File: src/verilog/sttm_consts.svh
// register offsets, field positions and timing constants of the scsi timeout timers
`ifndef STTM_CONSTS_SVH
`define STTM_CONSTS_SVH

`define STTM_CLK_MHZ 250
`define STTM_BASE_SLOW_NS 125000
`define STTM_BASE_FAST_NS 100000
`define STTM_ABORT_NS 200000
`define STTM_NS_TO_CYC(ns) (((ns) * `STTM_CLK_MHZ) / 1000)

`define STTM_IDX_MASK1 7'h41
`define STTM_IDX_STATUS 7'h43
`define STTM_IDX_TIME0 7'h48
`define STTM_IDX_TIME1 7'h49
`define STTM_IDX_CTL3 7'h53

`define STTM_BIT_HTH 0
`define STTM_BIT_GEN 1
`define STTM_BIT_STO 2
`define STTM_T1_HANDSHAKE_SCALE_BIT 4
`define STTM_T1_FREERUN_SCALE_BIT 5
`define STTM_CTL3_FIFTY 0
`define STTM_SCALE_SHIFT 4

`define STTM_RST_TIME0 8'h00
`define STTM_RST_TIME1 8'h00
`define STTM_RST_MASK1 3'h0
`define STTM_RST_CTL3 1'h0

`endif

File: src/verilog/sttm_pkg.sv
// types shared by the scsi timeout timer block
`default_nettype none
package sttm_pkg;
    typedef logic [18:0] sttm_count_t;
    typedef logic [3:0] sttm_code_t;
    typedef enum logic [3:0] {
        SEL_IDLE  = 4'h1,
        SEL_COUNT = 4'h2,
        SEL_ABORT = 4'h4,
        SEL_DONE  = 4'h8
    } sttm_sel_state_t;
endpackage
`default_nettype wire

File: src/verilog/sttm_tick_gen.sv
// base tick prescaler: one enable pulse per shortest timeout unit
`timescale 1ns/1ns
`default_nettype none
module sttm_tick_gen #(
    parameter int SLOW_CYC = 31250,
    parameter int FAST_CYC = 25000
) (
    input wire logic clk_i,
    input wire logic rst_i,
    input wire logic fast_i,
    output logic tick_o
);
    import sttm_pkg::*;

    logic [15:0] div_ff;
    logic fast_ff;
    logic [15:0] top;

    assign top = fast_ff ? 16'(FAST_CYC - 1) : 16'(SLOW_CYC - 1);

    // a clock-setting change restarts the unit so no short first tick appears
    always_ff @(posedge clk_i) begin
        if (rst_i) begin
            div_ff <= 16'h0000;
            fast_ff <= 1'b0;
            tick_o <= 1'b0;
        end else begin
            fast_ff <= fast_i;
            if (fast_i != fast_ff || div_ff == top) begin
                div_ff <= 16'h0000;
            end else begin
                div_ff <= div_ff + 16'h0001;
            end
            tick_o <= (fast_i == fast_ff) && (div_ff == top);
        end
    end
endmodule
`default_nettype wire

File: src/verilog/sttm_timers.sv
// scsi timeout timers: handshake, selection and general timers with wishbone registers
// Summary of operation
// RQ1: selection or reselection without answer in time sets status bit 2.
// RQ2: general timer expiry sets status bit 1; it times enable to disable.
// RQ3: handshake timer running out sets status bit 0.
// RQ4: handshake gap is request to request as target, ack to ack as initiator.
// RQ5: config bits 7-4 choose the longest gap between handshakes.
// RQ6: handshake gap exceeded raises interrupt and sets its status flag.
// RQ7: one 4-bit code, zero off, doubling from 125 us to 2.048 s.
// RQ8: fifty megahertz setting scales codes from 100 us to 1.6384 s.
// RQ9: config bits 3-0 set selection timeout; flag waits extra 200 us.
// RQ10: reading the status register clears the conditions it reports; the code clears status as at the ack edge, a cycle after sampling.
// RQ11: clearing a mask bit masks the interrupt; status still records.
// RQ12: scale bits in second timer register lengthen their timer sixteenfold.
// RQ13: software writes period zero first to restart or change a timer.
// RQ14: timers count prescaled ticks; handshake timer restarts per edge, runs in transfer.
// RQ15: period code zero never expires and holds its count at zero.
`timescale 1ns/1ns
`default_nettype none
`include "sttm_consts.svh"
module sttm_timers #(
    parameter int SLOW_CYC = `STTM_NS_TO_CYC(`STTM_BASE_SLOW_NS),
    parameter int FAST_CYC = `STTM_NS_TO_CYC(`STTM_BASE_FAST_NS),
    parameter int ABORT_CYC = `STTM_NS_TO_CYC(`STTM_ABORT_NS)
) (
    input wire logic clk_i,
    input wire logic rst_i,
    input wire logic wb_cyc_i,
    input wire logic wb_stb_i,
    input wire logic wb_we_i,
    input wire logic [8:2] wb_adr_i,
    input wire logic [3:0] wb_sel_i,
    input wire logic [31:0] wb_dat_i,
    output logic [31:0] wb_dat_o,
    output logic wb_ack_o,
    input wire logic target_request_line_n_i,
    input wire logic initiator_ack_line_n_i,
    input wire logic target_mode_i,
    input wire logic xfer_active_i,
    input wire logic sel_active_i,
    output logic irq_o
);
    import sttm_pkg::*;

    function automatic sttm_count_t sttm_limit(input sttm_code_t code, input logic scale);
        sttm_count_t lim;
        lim = sttm_count_t'(1) << (code - 4'h1);
        if (scale) begin
            lim = lim << `STTM_SCALE_SHIFT;
        end
        return lim;
    endfunction

    logic [7:0] time0_ff;
    logic [7:0] time1_ff;
    logic [2:0] mask_ff;
    logic [2:0] status_ff;
    logic fifty_ff;
    logic tick;
    logic req_s1_ff, req_s2_ff, req_s3_ff;
    logic ack_s1_ff, ack_s2_ff, ack_s3_ff;
    sttm_count_t hs_cnt_ff, gen_cnt_ff, sel_cnt_ff;
    logic [15:0] abort_cnt_ff;
    sttm_sel_state_t sel_state_ff, nxt_sel_state;
    logic acc, wr, rd;
    sttm_code_t hs_code, sel_code, gen_code;
    sttm_count_t hs_lim, sel_lim, gen_lim;
    logic hs_edge, hs_run, hs_expire, gen_expire, sel_expire;
    logic [2:0] set_ev, clr_ev;

    // RQ14 prescaled ticks
    sttm_tick_gen #(
        .SLOW_CYC(SLOW_CYC),
        .FAST_CYC(FAST_CYC)
    ) u_tick (
        .clk_i(clk_i),
        .rst_i(rst_i),
        .fast_i(fifty_ff),
        .tick_o(tick)
    );

    // access lands on the edge that samples ack, matching the master's view
    assign acc = wb_cyc_i && wb_stb_i && wb_ack_o;
    assign wr = acc && wb_we_i && wb_sel_i[0];
    assign rd = acc && !wb_we_i;

    always_ff @(posedge clk_i) begin
        if (rst_i) begin
            wb_ack_o <= 1'b0;
        end else begin
            wb_ack_o <= wb_cyc_i && wb_stb_i && !wb_ack_o;
        end
    end

    always_ff @(posedge clk_i) begin
        if (rst_i) begin
            wb_dat_o <= 32'h0000_0000;
        end else if (wb_cyc_i && wb_stb_i && !wb_ack_o) begin
            unique case (wb_adr_i)
                `STTM_IDX_MASK1: wb_dat_o <= {29'h0, mask_ff};
                `STTM_IDX_STATUS: wb_dat_o <= {29'h0, status_ff};
                `STTM_IDX_TIME0: wb_dat_o <= {24'h0, time0_ff};
                `STTM_IDX_TIME1: wb_dat_o <= {24'h0, time1_ff};
                `STTM_IDX_CTL3: wb_dat_o <= {31'h0, fifty_ff};
                default: wb_dat_o <= 32'h0000_0000;
            endcase
        end
    end

    // RQ13 period rewrite restarts only through a zero code
    always_ff @(posedge clk_i) begin
        if (rst_i) begin
            time0_ff <= `STTM_RST_TIME0;
            time1_ff <= `STTM_RST_TIME1;
            mask_ff <= `STTM_RST_MASK1;
            fifty_ff <= `STTM_RST_CTL3;
        end else if (wr) begin
            if (wb_adr_i == `STTM_IDX_TIME0) begin
                time0_ff <= wb_dat_i[7:0];
            end
            if (wb_adr_i == `STTM_IDX_TIME1) begin
                time1_ff <= {2'b00, wb_dat_i[5:0]};
            end
            if (wb_adr_i == `STTM_IDX_MASK1) begin
                mask_ff <= wb_dat_i[2:0];
            end
            if (wb_adr_i == `STTM_IDX_CTL3) begin
                fifty_ff <= wb_dat_i[`STTM_CTL3_FIFTY];
            end
        end
    end

    // RQ5 RQ9 period fields
    assign hs_code = time0_ff[7:4];
    assign sel_code = time0_ff[3:0];
    assign gen_code = time1_ff[3:0];
    // RQ7 RQ8 RQ12 doubling table with scale
    assign hs_lim = sttm_limit(hs_code, time1_ff[`STTM_T1_HANDSHAKE_SCALE_BIT]);
    assign gen_lim = sttm_limit(gen_code, time1_ff[`STTM_T1_FREERUN_SCALE_BIT]);
    assign sel_lim = sttm_limit(sel_code, 1'b0);

    // bus lines are asynchronous; edge detect looks only past the first stage
    always_ff @(posedge clk_i) begin
        if (rst_i) begin
            {req_s1_ff, req_s2_ff, req_s3_ff} <= 3'h7;
            {ack_s1_ff, ack_s2_ff, ack_s3_ff} <= 3'h7;
        end else begin
            {req_s1_ff, req_s2_ff, req_s3_ff} <= {target_request_line_n_i, req_s1_ff, req_s2_ff};
            {ack_s1_ff, ack_s2_ff, ack_s3_ff} <= {initiator_ack_line_n_i, ack_s1_ff, ack_s2_ff};
        end
    end

    // RQ4 counted edge by role
    assign hs_edge = target_mode_i ? (req_s3_ff && !req_s2_ff) : (ack_s3_ff && !ack_s2_ff);
    assign hs_run = xfer_active_i && (hs_code != 4'h0);
    // periods are minimums: the first tick may come at once, so one extra tick is counted
    assign hs_expire = hs_run && !hs_edge && tick && (hs_cnt_ff == hs_lim);

    // RQ14 restart per edge, run only in transfer
    always_ff @(posedge clk_i) begin
        if (rst_i) begin
            hs_cnt_ff <= 19'h0;
        end else if (!hs_run || hs_edge) begin
            hs_cnt_ff <= 19'h0;
        end else if (tick && hs_cnt_ff <= hs_lim) begin
            hs_cnt_ff <= hs_cnt_ff + 19'h1;
        end
    end

    assign gen_expire = (gen_code != 4'h0) && tick && (gen_cnt_ff == gen_lim);

    // RQ15 zero code holds count at zero
    always_ff @(posedge clk_i) begin
        if (rst_i) begin
            gen_cnt_ff <= 19'h0;
        end else if (gen_code == 4'h0) begin
            gen_cnt_ff <= 19'h0;
        end else if (tick && gen_cnt_ff <= gen_lim) begin
            gen_cnt_ff <= gen_cnt_ff + 19'h1;
        end
    end

    // RQ9 period then abort interval
    always_comb begin
        nxt_sel_state = sel_state_ff;
        unique case (sel_state_ff)
            SEL_IDLE: begin
                if (sel_active_i && sel_code != 4'h0) begin
                    nxt_sel_state = SEL_COUNT;
                end
            end
            SEL_COUNT: begin
                if (!sel_active_i || sel_code == 4'h0) begin
                    nxt_sel_state = SEL_IDLE;
                end else if (tick && sel_cnt_ff == sel_lim) begin
                    nxt_sel_state = SEL_ABORT;
                end
            end
            SEL_ABORT: begin
                if (!sel_active_i || sel_code == 4'h0) begin
                    nxt_sel_state = SEL_IDLE;
                end else if (abort_cnt_ff == 16'(ABORT_CYC - 1)) begin
                    nxt_sel_state = SEL_DONE;
                end
            end
            SEL_DONE: begin
                if (!sel_active_i) begin
                    nxt_sel_state = SEL_IDLE;
                end
            end
            default: nxt_sel_state = SEL_IDLE;
        endcase
    end

    assign sel_expire = (sel_state_ff == SEL_ABORT) && (nxt_sel_state == SEL_DONE);

    always_ff @(posedge clk_i) begin
        if (rst_i) begin
            sel_state_ff <= SEL_IDLE;
        end else begin
            sel_state_ff <= nxt_sel_state;
        end
    end

    always_ff @(posedge clk_i) begin
        if (rst_i || sel_state_ff != SEL_COUNT) begin
            sel_cnt_ff <= 19'h0;
        end else if (tick) begin
            sel_cnt_ff <= sel_cnt_ff + 19'h1;
        end
    end

    always_ff @(posedge clk_i) begin
        if (rst_i || sel_state_ff != SEL_ABORT) begin
            abort_cnt_ff <= 16'h0000;
        end else begin
            abort_cnt_ff <= abort_cnt_ff + 16'h0001;
        end
    end

    // RQ1 RQ2 RQ3 RQ6 event bits
    assign set_ev = {sel_expire, gen_expire, hs_expire};
    // RQ10 read clears status as it stands at the ack edge, one cycle after the read data was sampled; write one also clears
    always_comb begin
        clr_ev = 3'h0;
        if (acc && wb_adr_i == `STTM_IDX_STATUS) begin
            if (rd) begin
                clr_ev = status_ff;
            end else if (wb_sel_i[0]) begin
                clr_ev = wb_dat_i[2:0];
            end
        end
    end

    // set wins over a clear in the same cycle
    always_ff @(posedge clk_i) begin
        if (rst_i) begin
            status_ff <= 3'h0;
        end else begin
            status_ff <= (status_ff & ~clr_ev) | set_ev;
        end
    end

    // RQ11 mask gates only the interrupt
    always_ff @(posedge clk_i) begin
        if (rst_i) begin
            irq_o <= 1'b0;
        end else begin
            irq_o <= |(((status_ff & ~clr_ev) | set_ev) & mask_ff);
        end
    end

    property p_ack_pulse;
        @(posedge clk_i) disable iff (rst_i) wb_ack_o |=> !wb_ack_o;
    endproperty
    a_ack_pulse: assert property (p_ack_pulse) else $error("ack held two cycles");

    property p_hs_flag;
        @(posedge clk_i) disable iff (rst_i) hs_expire |=> status_ff[`STTM_BIT_HTH];
    endproperty
    a_hs_flag: assert property (p_hs_flag) else $error("handshake flag not set"); // RQ3

    property p_gen_flag;
        @(posedge clk_i) disable iff (rst_i) gen_expire |=> status_ff[`STTM_BIT_GEN];
    endproperty
    a_gen_flag: assert property (p_gen_flag) else $error("general flag not set"); // RQ2

    property p_sel_flag;
        @(posedge clk_i) disable iff (rst_i)
            $rose(status_ff[`STTM_BIT_STO]) |-> $past(sel_state_ff == SEL_ABORT && abort_cnt_ff == 16'(ABORT_CYC - 1));
    endproperty
    a_sel_flag: assert property (p_sel_flag) else $error("selection flag before abort"); // RQ9

    property p_sel_set;
        @(posedge clk_i) disable iff (rst_i) sel_expire |=> status_ff[`STTM_BIT_STO] && sel_state_ff == SEL_DONE;
    endproperty
    a_sel_set: assert property (p_sel_set) else $error("selection timeout not flagged"); // RQ1

    property p_zero_hold;
        @(posedge clk_i) disable iff (rst_i) (gen_code == 4'h0) |=> gen_cnt_ff == 19'h0 && !gen_expire;
    endproperty
    a_zero_hold: assert property (p_zero_hold) else $error("disabled timer counted"); // RQ15

    property p_hs_restart;
        @(posedge clk_i) disable iff (rst_i) hs_edge |=> hs_cnt_ff == 19'h0;
    endproperty
    a_hs_restart: assert property (p_hs_restart) else $error("handshake edge did not restart"); // RQ14

    property p_rd_clear;
        @(posedge clk_i) disable iff (rst_i)
            (rd && wb_adr_i == `STTM_IDX_STATUS && set_ev == 3'h0) |=> status_ff == 3'h0;
    endproperty
    a_rd_clear: assert property (p_rd_clear) else $error("status read did not clear"); // RQ10

    property p_irq_mask;
        @(posedge clk_i) disable iff (rst_i) (mask_ff == 3'h0) |=> !irq_o;
    endproperty
    a_irq_mask: assert property (p_irq_mask) else $error("masked interrupt raised"); // RQ11

    property p_hs_irq;
        @(posedge clk_i) disable iff (rst_i) (hs_expire && mask_ff[`STTM_BIT_HTH]) |=> irq_o;
    endproperty
    a_hs_irq: assert property (p_hs_irq) else $error("handshake interrupt missing"); // RQ6
endmodule
`default_nettype wire

File: config.mk
export PLATFORM = sky130hd
export DESIGN_NAME = sttm_timers
export DESIGN_NICKNAME = d
export VERILOG_FILES = /design/src/verilog/sttm_pkg.sv /design/src/verilog/sttm_tick_gen.sv /design/src/verilog/sttm_timers.sv
export VERILOG_INCLUDE_DIRS = /design/src /design/src/verilog
export SDC_FILE = /design/constraint.sdc
export NUM_CORES = 1
export LEC_CHECK = 0
export ABC_CLOCK_PERIOD_IN_PS = 5300
export BUFFER_PORTS_ARGS = -buffer_cell sky130_fd_sc_hd__buf_4
export CORE_MARGIN = 5
export CORE_UTILIZATION = 55
export CTS_BUF_LIST = sky130_fd_sc_hd__clkbuf_8
export DETAILED_ROUTE_END_ITERATION = 12
export PLACE_DENSITY = 0.76
export SYNTH_ARGS = -nofsm -noshare
export SYNTH_HDL_FRONTEND = slang
export SYNTH_SLANG_ARGS = --single-unit
export TNS_END_PERCENT = 100
File: constraint.sdc
create_clock -name clk_i -period 5.3 [get_ports clk_i]
set_clock_uncertainty 0.1 [all_clocks]
set_input_delay 0.53 -clock clk_i [delete_from_list [all_inputs] [get_ports clk_i]]
set_output_delay 0.53 -clock clk_i [all_outputs]
set_load 0.02 [all_outputs]
# Yosys cells after proc, flatten, opt, wreduce, memory -nomap -nowiden
# Cells that the tools add are included.
[classes]
mul = 0
order_cmp = 2
reduce_logical = 46
n_div = 0
muxes = 15
shifts = 3
add_sub_neg = 8
bitwise_logic = 4
eq_ne = 19
[op_table]
columns = ["cell", "count"]
rows = [
  ["$add 19x1->19 const B", 3],
  ["$eq 19x19->1", 3],
  ["$shl 1x4->19 const A", 3],
  ["$pmux 8 s5", 1],
  ["$le 19x19->1", 2],
  ["$mux 19", 2],
  ["$eq 7x7->1 const B", 5],
  ["$add 16x1->16 const B", 2],
  ["$mux 4", 6],
  ["$logic_and 1x1->1", 21],
  ["$eq 16x16->1", 1],
  ["$eq 16x16->1 const B", 1],
  ["$pmux 4 s4", 1],
  ["$mux 13", 1],
  ["$reduce_bool 4->1", 3],
  ["$sub 4x1->4 const B", 3],
  ["$mux 3", 3],
  ["$eq 4x4->1 const B", 2],
  ["$logic_not 4->1", 2],
  ["$reduce_and 2->1", 4],
  ["$logic_not 1->1", 7],
  ["$and 3x3->3", 2],
  ["$reduce_or 2->1", 3],
  ["$logic_or 1x1->1", 5],
  ["11 further kinds", 11],
]
[word_totals]
register_bits = 156
ramBits = 0
out_inout_bits = 34
latchBits = 0
n_memories = 0
inputBits = 53
romBits = 0

# Depth between registers and ports, before layout
# Gate-level depths: netlist (run 1).
[logic_depth]
ltp_word = 12
ltp_mapped = 16
depth_no_buf = 13

# Cells and area by module
# From an unflattened synthesis (run 1), not the netlist that was laid out.
[unflattened]
cells_unflattened = 956
area_unflattened_um2 = 7728.7
[modules_own_cells]
columns = ["mod", "cells_per_inst", "instances", "area_per_inst_um2"]
rows = [
  ["sttm_timers", 861, 1, 6861.6],
  ["sttm_tick_gen", 95, 1, 867.1],
]

# Worst setup path after synthesis (run 1)
# Ideal clock, no wire load.
[synth_timing]
kind = "reg-to-reg"
startpoint = "reg time0_ff[5]"
endpoint = "reg hs_cnt_ff[10]"
synth_period_minus_slack_ns = 3.588
arrival_ns = 3.418
t_required_ns = 5.130
path_stages_with_launch = 16
path_slack_ns = 1.712
setup_ns = 0.070
path_cell_list = "dfxtp_1 > clkbuf_1 > nor2_1 > ha_1 > nor2b_1 > nor2_1 > and2_1 > nand2_1 > ha_1 > a21oi_2 > o21ai_1 > a2111o_1 > a22o_1 > buf_6 > or4_1 > a21oi_1"
[synth_via]
elab_chain_len = 5
elab_cells_between_ends = 10
cone_classes = "add/sub: 1; order compare: 1; shift: 1; mux: 1; reduce/logical: 6"
[synth_rtl]
columns = ["item", "line_no", "text"]
rows = [
  ["start: declaration", "sttm_timers.sv:54", "logic [7:0] time0_ff;"],
  ["start signal: assignment", "sttm_timers.sv:113", "time0_ff <= `STTM_RST_TIME0;"],
  ["start signal: assignment", "sttm_timers.sv:119", "time0_ff <= wb_dat_i[7:0];"],
  ["$sub 4x1->4 / $reduce_bool 4->1 (equally long branches)", "sttm_timers.sv:47, sttm_timers.sv:155", ""],
  ["$shl 1x4->19 / $logic_and 1x1->1 (equally long branches)", "sttm_timers.sv:47, sttm_timers.sv:155", ""],
  ["$mux 19 / $logic_not 1->1 (equally long branches)", "sttm_timers.sv:48, sttm_timers.sv:163", ""],
  ["$le 19x19->1 / $logic_or 1x1->1 (equally long branches)", "sttm_timers.sv:165, sttm_timers.sv:163", ""],
  ["$logic_and 1x1->1 / $reduce_or 2->1 (equally long branches)", "--", ""],
  ["end signal: assignment", "sttm_timers.sv:166", "hs_cnt_ff <= hs_cnt_ff + 19'h1;"],
  ["end: declaration", "sttm_timers.sv:62", "sttm_count_t hs_cnt_ff, gen_cnt_ff, sel_cnt_ff;"],
]
# Parallel ways exist; a longest one is shown, timed or not.
# A chain may end at the register's enable or synchronous reset.

# Final worst setup path (run 1)
[layout_timing]
startpoint = "reg time0_ff[5]"
endpoint = "reg hs_cnt_ff[14]"
# The elaborated chain is that of the path after synthesis.

==> summary.md, run 1 <==
| Metric | Value |
|---|---|
| Seq cells post-synth | `132` |
| Final min period | `4181 ps` |
| Skew-Pair Late Insertion Delay | `460 ps` |
| RR Startpoint | `time0_ff[5]` |
| Count of cell types in the netlist | `80` |
| Min-delay src | `initiator_ack_line_n_i` |
| Total number of vias | `6835` |
| Die Height | `129.7 um` |
| CTS Buf Count | `17` |
| CP cell instances | `nor2_1 -> ha_1 -> nor2b_1 -> nor2_1 -> and2_1 -> nand3_1 -> ha_1 -> nand2_1 -> nor3_1 -> a21boi_1 -> a22o_1 -> o41ai_1 -> a21oi_1` |
| Drc violations | `0` |
| Crit Path Max Fanout | `27` |
| Gr usage total | `21.05%` |
| Final ANT Viol Nets | `0` |
| Status | `completed` |
| IO Port Bufs | `35` |
| Worst EP arrival | `4460 ps` |
| Dpl hpwl | `12390 um` |
| Worst VDD drop | `0.1635 mV` |
| Clk Tree Root Cell | `clkbuf_8` |
| First-pass GRT wire length | `28960 um` |
| Sequential fraction of the synthesis area | `33.53%` |
| Slew @ Worst Pin | `966.1 ps` |
| # setup viols final | `0` |
| Wire per inst | `14.83 um` |
| Yosys top cell area share | `33.53%` |
| Final core occ | `60.37%` |
| Async set-reset flop share out of synthesis | `0%` |
| Worst R2R Setup Slack | `1120 ps` |
| Max stage delay on crit path | `740 ps` |
| Area Overhead vs Synth | `7.144%` |
| Rel. slew slack | `35.59%` |
| RSZ-0062 raised after global routing | `no` |
| Die W | `129.7 um` |
| Setup TNS | `0 ps` |
| Placeable Area | `13990 um2` |
| Post-synth EDFFs | `0` |
| Setup CP Type | `reg2reg` |
| Grt ovf | `0` |
| Min-Delay Path Class | `in2reg` |
| Yosys top cell by area | `dfxtp_1` |
| Top cells by area, synth | `dfxtp_1, ha_1, nand2_1, nor2_1, nand3_1` |
| Primary FF master, synth | `dfxtp_1` |
| Warnings, synthesis | `0` |
| Clock Sink Count | `132` |
| Drt first pass iters | `6` |
| Slew Limit Fails | `0` |
| Worst-case clock buffer depth | `2` |
| Post-route cell area | `8444 um2` |
| Site Rows | `43` |
| Worst hold endpoint | `ack_s1_ff` |
| Placed instance count | `1140` |
| Post-CTS resize count | `0` |
| H-tree levels | `4` |
| Layout cell share with drive strength beyond 1 | `9.778%` |
| Largest net degree at the start of global routing | `47` |
| Final period util | `78.89%` |
| CTS tree | `done` |
| NumNets Final | `1077` |
| Placer Congestion | `0.8638` |
| Postcts setup bufs | `0` |
| Hold Path Depth | `2` |
| Placed Instance Area | `8064 um2` |
| Vias in the first global route | `6040` |
| Synthesized area per cell | `8.133 um2` |
| Worst r2r dst | `hs_cnt_ff[14]` |
| CTS Hold Buffers Added | `0` |
| IO Pins | `87` |
| Initial Util | `56.34%` |
| Post-Syn Area | `7881 um2` |
| Max Cap Viol | `0` |
| Post-route non-filler standard cell count | `1172` |
| CTS clk-pin slew, worst paths | `80 ps` |
| Die ar. | `16820 um2` |
| Worst Path Required | `5580 ps` |
| Initial antenna violation count | `0` |
| Hold Vio Cnt, Final | `0` |
| Worst setup SP type | `flip-flop` |
| R2R depth | `13` |
| Initial drt markers | `348` |
| Leakage | `2.948 nW` |
| Total wire length | `17380 um` |
| Critical Path Sink Type | `flip-flop` |
| Synth Instances | `969` |
| Diode count | `0` |
| Peak Freq | `239.2 MHz` |
| Slowest cell on crit path | `a22o_1` |
| Vias per cell | `5.832` |
| PwrDens | `222.7 nW/um2` |
[where the power goes]
group / internal (mW) / switching [mW]
Clock: 0.381 / 0.441
Sequential: 0.995 / 0.00375
Combinational: 0.0201 / 0.0400
Total: 1.40 / 0.485
[critical path, delay by kind of cell (launching register included)]
family                   cells  cell delay, ps
flip-flops                   1             640
AO/OA/AOI/OAI                4            1490
AND/OR/NAND/NOR              7            1240
adder cells (fa/ha/maj)      2             630
[logic make-up after synthesis]
group                      count (synthesis)  synth area share [%]
AOI/OAI and AO/OA                        173                 14.48
xor gates and xnor gates                  46                 5.112
adders and majority gates                 45                 7.144
buffers and inverters                     89                 6.064
DFF                                      132                 33.53
muxes                                     27                 3.461
other                                      1               0.04758
and+or+nand+nor                          456                 30.16
[registers in the layout (all words and copies together) (netlist names), 3 cells and up]
name and cells:
sel_cnt_ff 19, sel_state_ff 4, abort_cnt_ff 16, wb_dat_o 8, mask_ff 3, gen_cnt_ff 19
hs_cnt_ff 19, status_ff 3, u_tick.div_ff 16, time0_ff 8, time1_ff 6
[layer usage]
| metal | GRT usage, % | vias up | share of wire (%) |
|---|---|---|---|
| li1 | - | 3493 | - |
| met1 | 28.96 | 3159 | 47 |
| met2 | 33.79 | 158 | 47 |
| met3 | 3.807 | 25 | 4.5 |
| met4 | 6.479 | 0 | 1.3 |
| met5 | 0 | - | 0 |
[synthesized netlist by cell type (6+ instances only)]
master and instances:
mux2i_1 25, inv_1 21, o211ai_1 10, o31ai_1 9, a21oi_1 60, nor3_1 20, nor2b_1 17, o21ai_0 27
buf_2 7, or4_1 15, or3_1 9, a31oi_1 6, dfxtp_1 132, nand2_1 107, a211oi_1 10, nand4_1 25
nand3b_1 11, or2_2 8, buf_4 25, nor2_1 101, and3_1 16, nand4b_1 6, and4_1 6, clkbuf_1 29
xor2_1 31, nand3_1 62, xnor2_1 15, nand2b_1 13, ha_1 45
[final cells by class]
| class | count | area, um2 |
|---|---|---|
| repair buffers | 36 | 270.3 |
| flip-flops and latches | 132 | 2643 |
| clock buffers | 17 | 234.0 |
| well taps | 180 | 225.2 |
| fillers | 1282 | 5544 |
| multi-input cells | 771 | 4847 |
| inverters | 21 | 78.83 |
| clock inverters | 15 | 146.4 |
[through the flow]
stage                     hold WS [ps]  worst slack (ps)  total power, mW
final                            172.5              1119            1.881
after floorplan                  289.5              1712            1.069
after CTS                        155.9              1147            1.895
after detailed placement         306.9              1168            1.082
after global routing             149.7             766.0            1.955
after global placement           300.8              1274            1.081
[worst max-delay path by stage]
| stage | start | to | depth (start not counted) |
|---|---|---|---|
| finish | time0_ff[5] | hs_cnt_ff[14] | 13 |
| global route | time0_ff[5] | hs_cnt_ff[7] | 13 |
| CTS | time0_ff[5] | hs_cnt_ff[14] | 13 |
| detailed placement | time0_ff[5] | hs_cnt_ff[5] | 13 |
| global placement | time0_ff[5] | hs_cnt_ff[5] | 13 |
| floorplan | time0_ff[5] | hs_cnt_ff[10] | 15 |
[placed cells by master (no fill, tap or decap), types with 25 or more instances in the layout]
cell,count
a21oi_1,60
buf_4,36
dfxtp_1,132
ha_1,45
mux2i_1,25
nand2_1,107
nand3_1,62
nand4_1,25
nor2_1,101
o21ai_0,27
xor2_1,31
Note: power is estimated with default switching activity, not from simulation.
==> run 2: changes to the inputs <==
Settings changed: ABC_CLOCK_PERIOD_IN_PS 5300 to 3950.
Clock period 5.3 ns to 3.95 ns, I/O delays scaled along.
==> run 2 against run 1 <==
Compared with the run above:
- die area unchanged
- sequential cell count is the same
- worst hold slack worse by 140 ps
- critical path type unchanged
- cell count increased by 0.77%
- first-iteration DRC count increased by 44%
- sequential share of layout area decreased by 0.34 points
- design area grew 1.1%
- fmax grew 14%
==> summary.md, run 2 (synthesis results as in run 1) <==
| Metric | Value |
|---|---|
| Worst EP arrival | `3940 ps` |
| Wire per inst | `14.90 um` |
| Largest net degree at the start of global routing | `47` |
| Final min period | `3661 ps` |
| CTS Hold Buffers Added | `0` |
| Max Cap Viol | `0` |
| Drc violations | `0` |
| Family with the most delay on the worst path | `simple AND/OR/NAND/NOR gates` |
| Min-delay src | `target_request_line_n_i` |
| PwrDens | `303.4 nW/um2` |
| Gr usage total | `21.47%` |
| Placer Congestion | `0.8727` |
| FILL cells | `1306` |
| RSZ-0062 raised after global routing | `no` |
| Skew-Pair Late Insertion Delay | `460 ps` |
| Layout cell share with drive strength beyond 1 | `10.59%` |
| Die Height | `129.7 um` |
| Slew Limit Fails | `0` |
| CTS clk-pin slew, worst paths | `70 ps` |
| Min-Delay Path Class | `in2reg` |
| Area Overhead vs Synth | `8.319%` |
| CTS tree | `done` |
| Worst VDD drop | `0.2481 mV` |
| Most frequent cells in the layout | `dfxtp_1, nand2_1, nor2_1` |
| Hold WS | `34.64 ps` |
| First-pass GRT wire length | `29680 um` |
| Die ar. | `16820 um2` |
| Max stage delay on crit path | `480 ps` |
| Setup CP Type | `reg2reg` |
| Site Rows | `43` |
| Commonest non-fill, non-tap cell in the layout | `dfxtp_1` |
| Initial Util | `56.34%` |
| Total number of vias | `6843` |
| Rel. slew slack | `36.07%` |
| Crit Path Max Fanout | `5` |
| Grt ovf | `0` |
| Die W | `129.7 um` |
| Largest regs | `gen_cnt_ff (19), hs_cnt_ff (19), sel_cnt_ff (19)` |
| Vias per cell | `5.794` |
| Worst-case clock buffer depth | `2` |
| Final ANT Viol Nets | `0` |
| Clk Tree Root Cell | `clkbuf_8` |
| Buf+Inv Stages, Crit Path | `0` |
| IO Pins | `87` |
| Worst Path Required | `4230 ps` |
| Drt first pass iters | `4` |
| Critical Path Sink Type | `flip-flop` |
| Post-route non-filler standard cell count | `1181` |
| Slew @ Worst Pin | `954.8 ps` |
| RR Startpoint | `time0_ff[4]` |
| Placeable Area | `13990 um2` |
| IO Port Bufs | `35` |
| Total wire length | `17590 um` |
| Peak Freq | `273.2 MHz` |
| Vias in the first global route | `6329` |
| Clock Sink Count | `132` |
| Status | `completed` |
| Initial drt markers | `500` |
| # setup viols final | `0` |
| Diode count | `0` |
| H-tree levels | `4` |
| Hold Vio Cnt, Final | `0` |
| CTS Buf Count | `17` |
| Final period util | `92.68%` |
| Initial antenna violation count | `0` |
| NumNets Final | `1086` |
| Worst setup SP type | `flip-flop` |
| Placed instance count | `1149` |
| Dpl hpwl | `12640 um` |
| Leakage | `2.999 nW` |
| Slowest cell on crit path | `or4b_1` |
| CP cell instances | `nor2_1 -> ha_1 -> nor2b_1 -> nor2_1 -> and2_1 -> nand2_1 -> ha_1 -> a21oi_2 -> o21ai_1 -> a2111o_1 -> a221oi_2 -> or4b_1 -> a21oi_1` |
| Postcts setup bufs | `0` |
| Crit path launch | `time0_ff[4]` |
| Setup TNS | `0 ps` |
-- run 2: changes by cell type in the layout (fill, tap and decap cells not counted), sizes merged --
cell      before  now
buf           36   45
inv           27   23
clkbuf        17   20
clkinv         6    3
clkinvlp       2    5
bufinv         1    2
-- run 2: worst paths after layout --
kind,endpoint,slack (ps),cells after the start
worst max-delay path,hs_cnt_ff[14],290,13
worst min-delay path,req_s1_ff,30,2
worst max register to register,hs_cnt_ff[14],290,13
worst min register to register,ack_s2_ff,320,1
-- run 2: report_power, final --
part / leakage (nW) / total (mW) / switching, mW / internal (mW)
Combinational: 1.74 / 0.0803 / 0.0534 / 0.0269
Sequential: 1.06 / 1.34 / 0.00475 / 1.34
Clock: 0.195 / 1.17 / 0.561 / 0.608
Total: 3.00 / 2.59 / 0.619 / 1.97
-- run 2: worst reg2reg max path, stage by stage (launching register included) --
cell	delay [ps]
dfxtp_1	320
nor2_1	160
ha_1	270
nor2b_1	180
nor2_1	180
and2_1	220
nand2_1	80
ha_1	330
a21oi_2	140
o21ai_1	80
a2111o_1	460
a221oi_2	440
or4b_1	480
a21oi_1	160
-- run 2: final cells by class --
| type | count | area [um2] | area share (%) |
|---|---|---|---|
| clock buffer | 20 | 275.3 | 3.224 |
| timing repair buffer | 45 | 337.8 | 3.957 |
| inverter | 21 | 78.83 | 0.9233 |
| sequential | 132 | 2643 | 30.95 |
| clock inverter | 12 | 128.9 | 1.510 |
| tap | 180 | 225.2 | 2.638 |
| multi-input combinational | 771 | 4848 | 56.79 |
-- run 2: what timing repair did --
| action | 4_1_cts | 5_1_grt |
|---|---|---|
| endpoints found under the hold margin | 0 | 0 |
| resized for setup | 0 | 1 |
| setup endpoints to repair | 0 | 9 |
-- run 2: routing by layer --
layer	vias up	track usage [%]	share of wire [%]
met2	116	34.49	46
met5	-	0	0
met4	0	5.562	1.1
met3	20	4.830	4.2
li1	3499	-	-
met1	3208	29.36	48
-- run 2: per-stage QoR --
stage	utilization, %	area [um2]	power [mW]	setup WS [ps]
2_1_floorplan	-	7968	1.435	362.0
3_3_place_gp	58.13	8132	1.450	356.6
3_5_place_dp	58.13	8132	1.451	231.2
4_1_cts	61.02	8536	2.609	227.1
5_1_grt	61.03	8537	2.672	48.41
6_report	61.03	8537	2.590	289.2
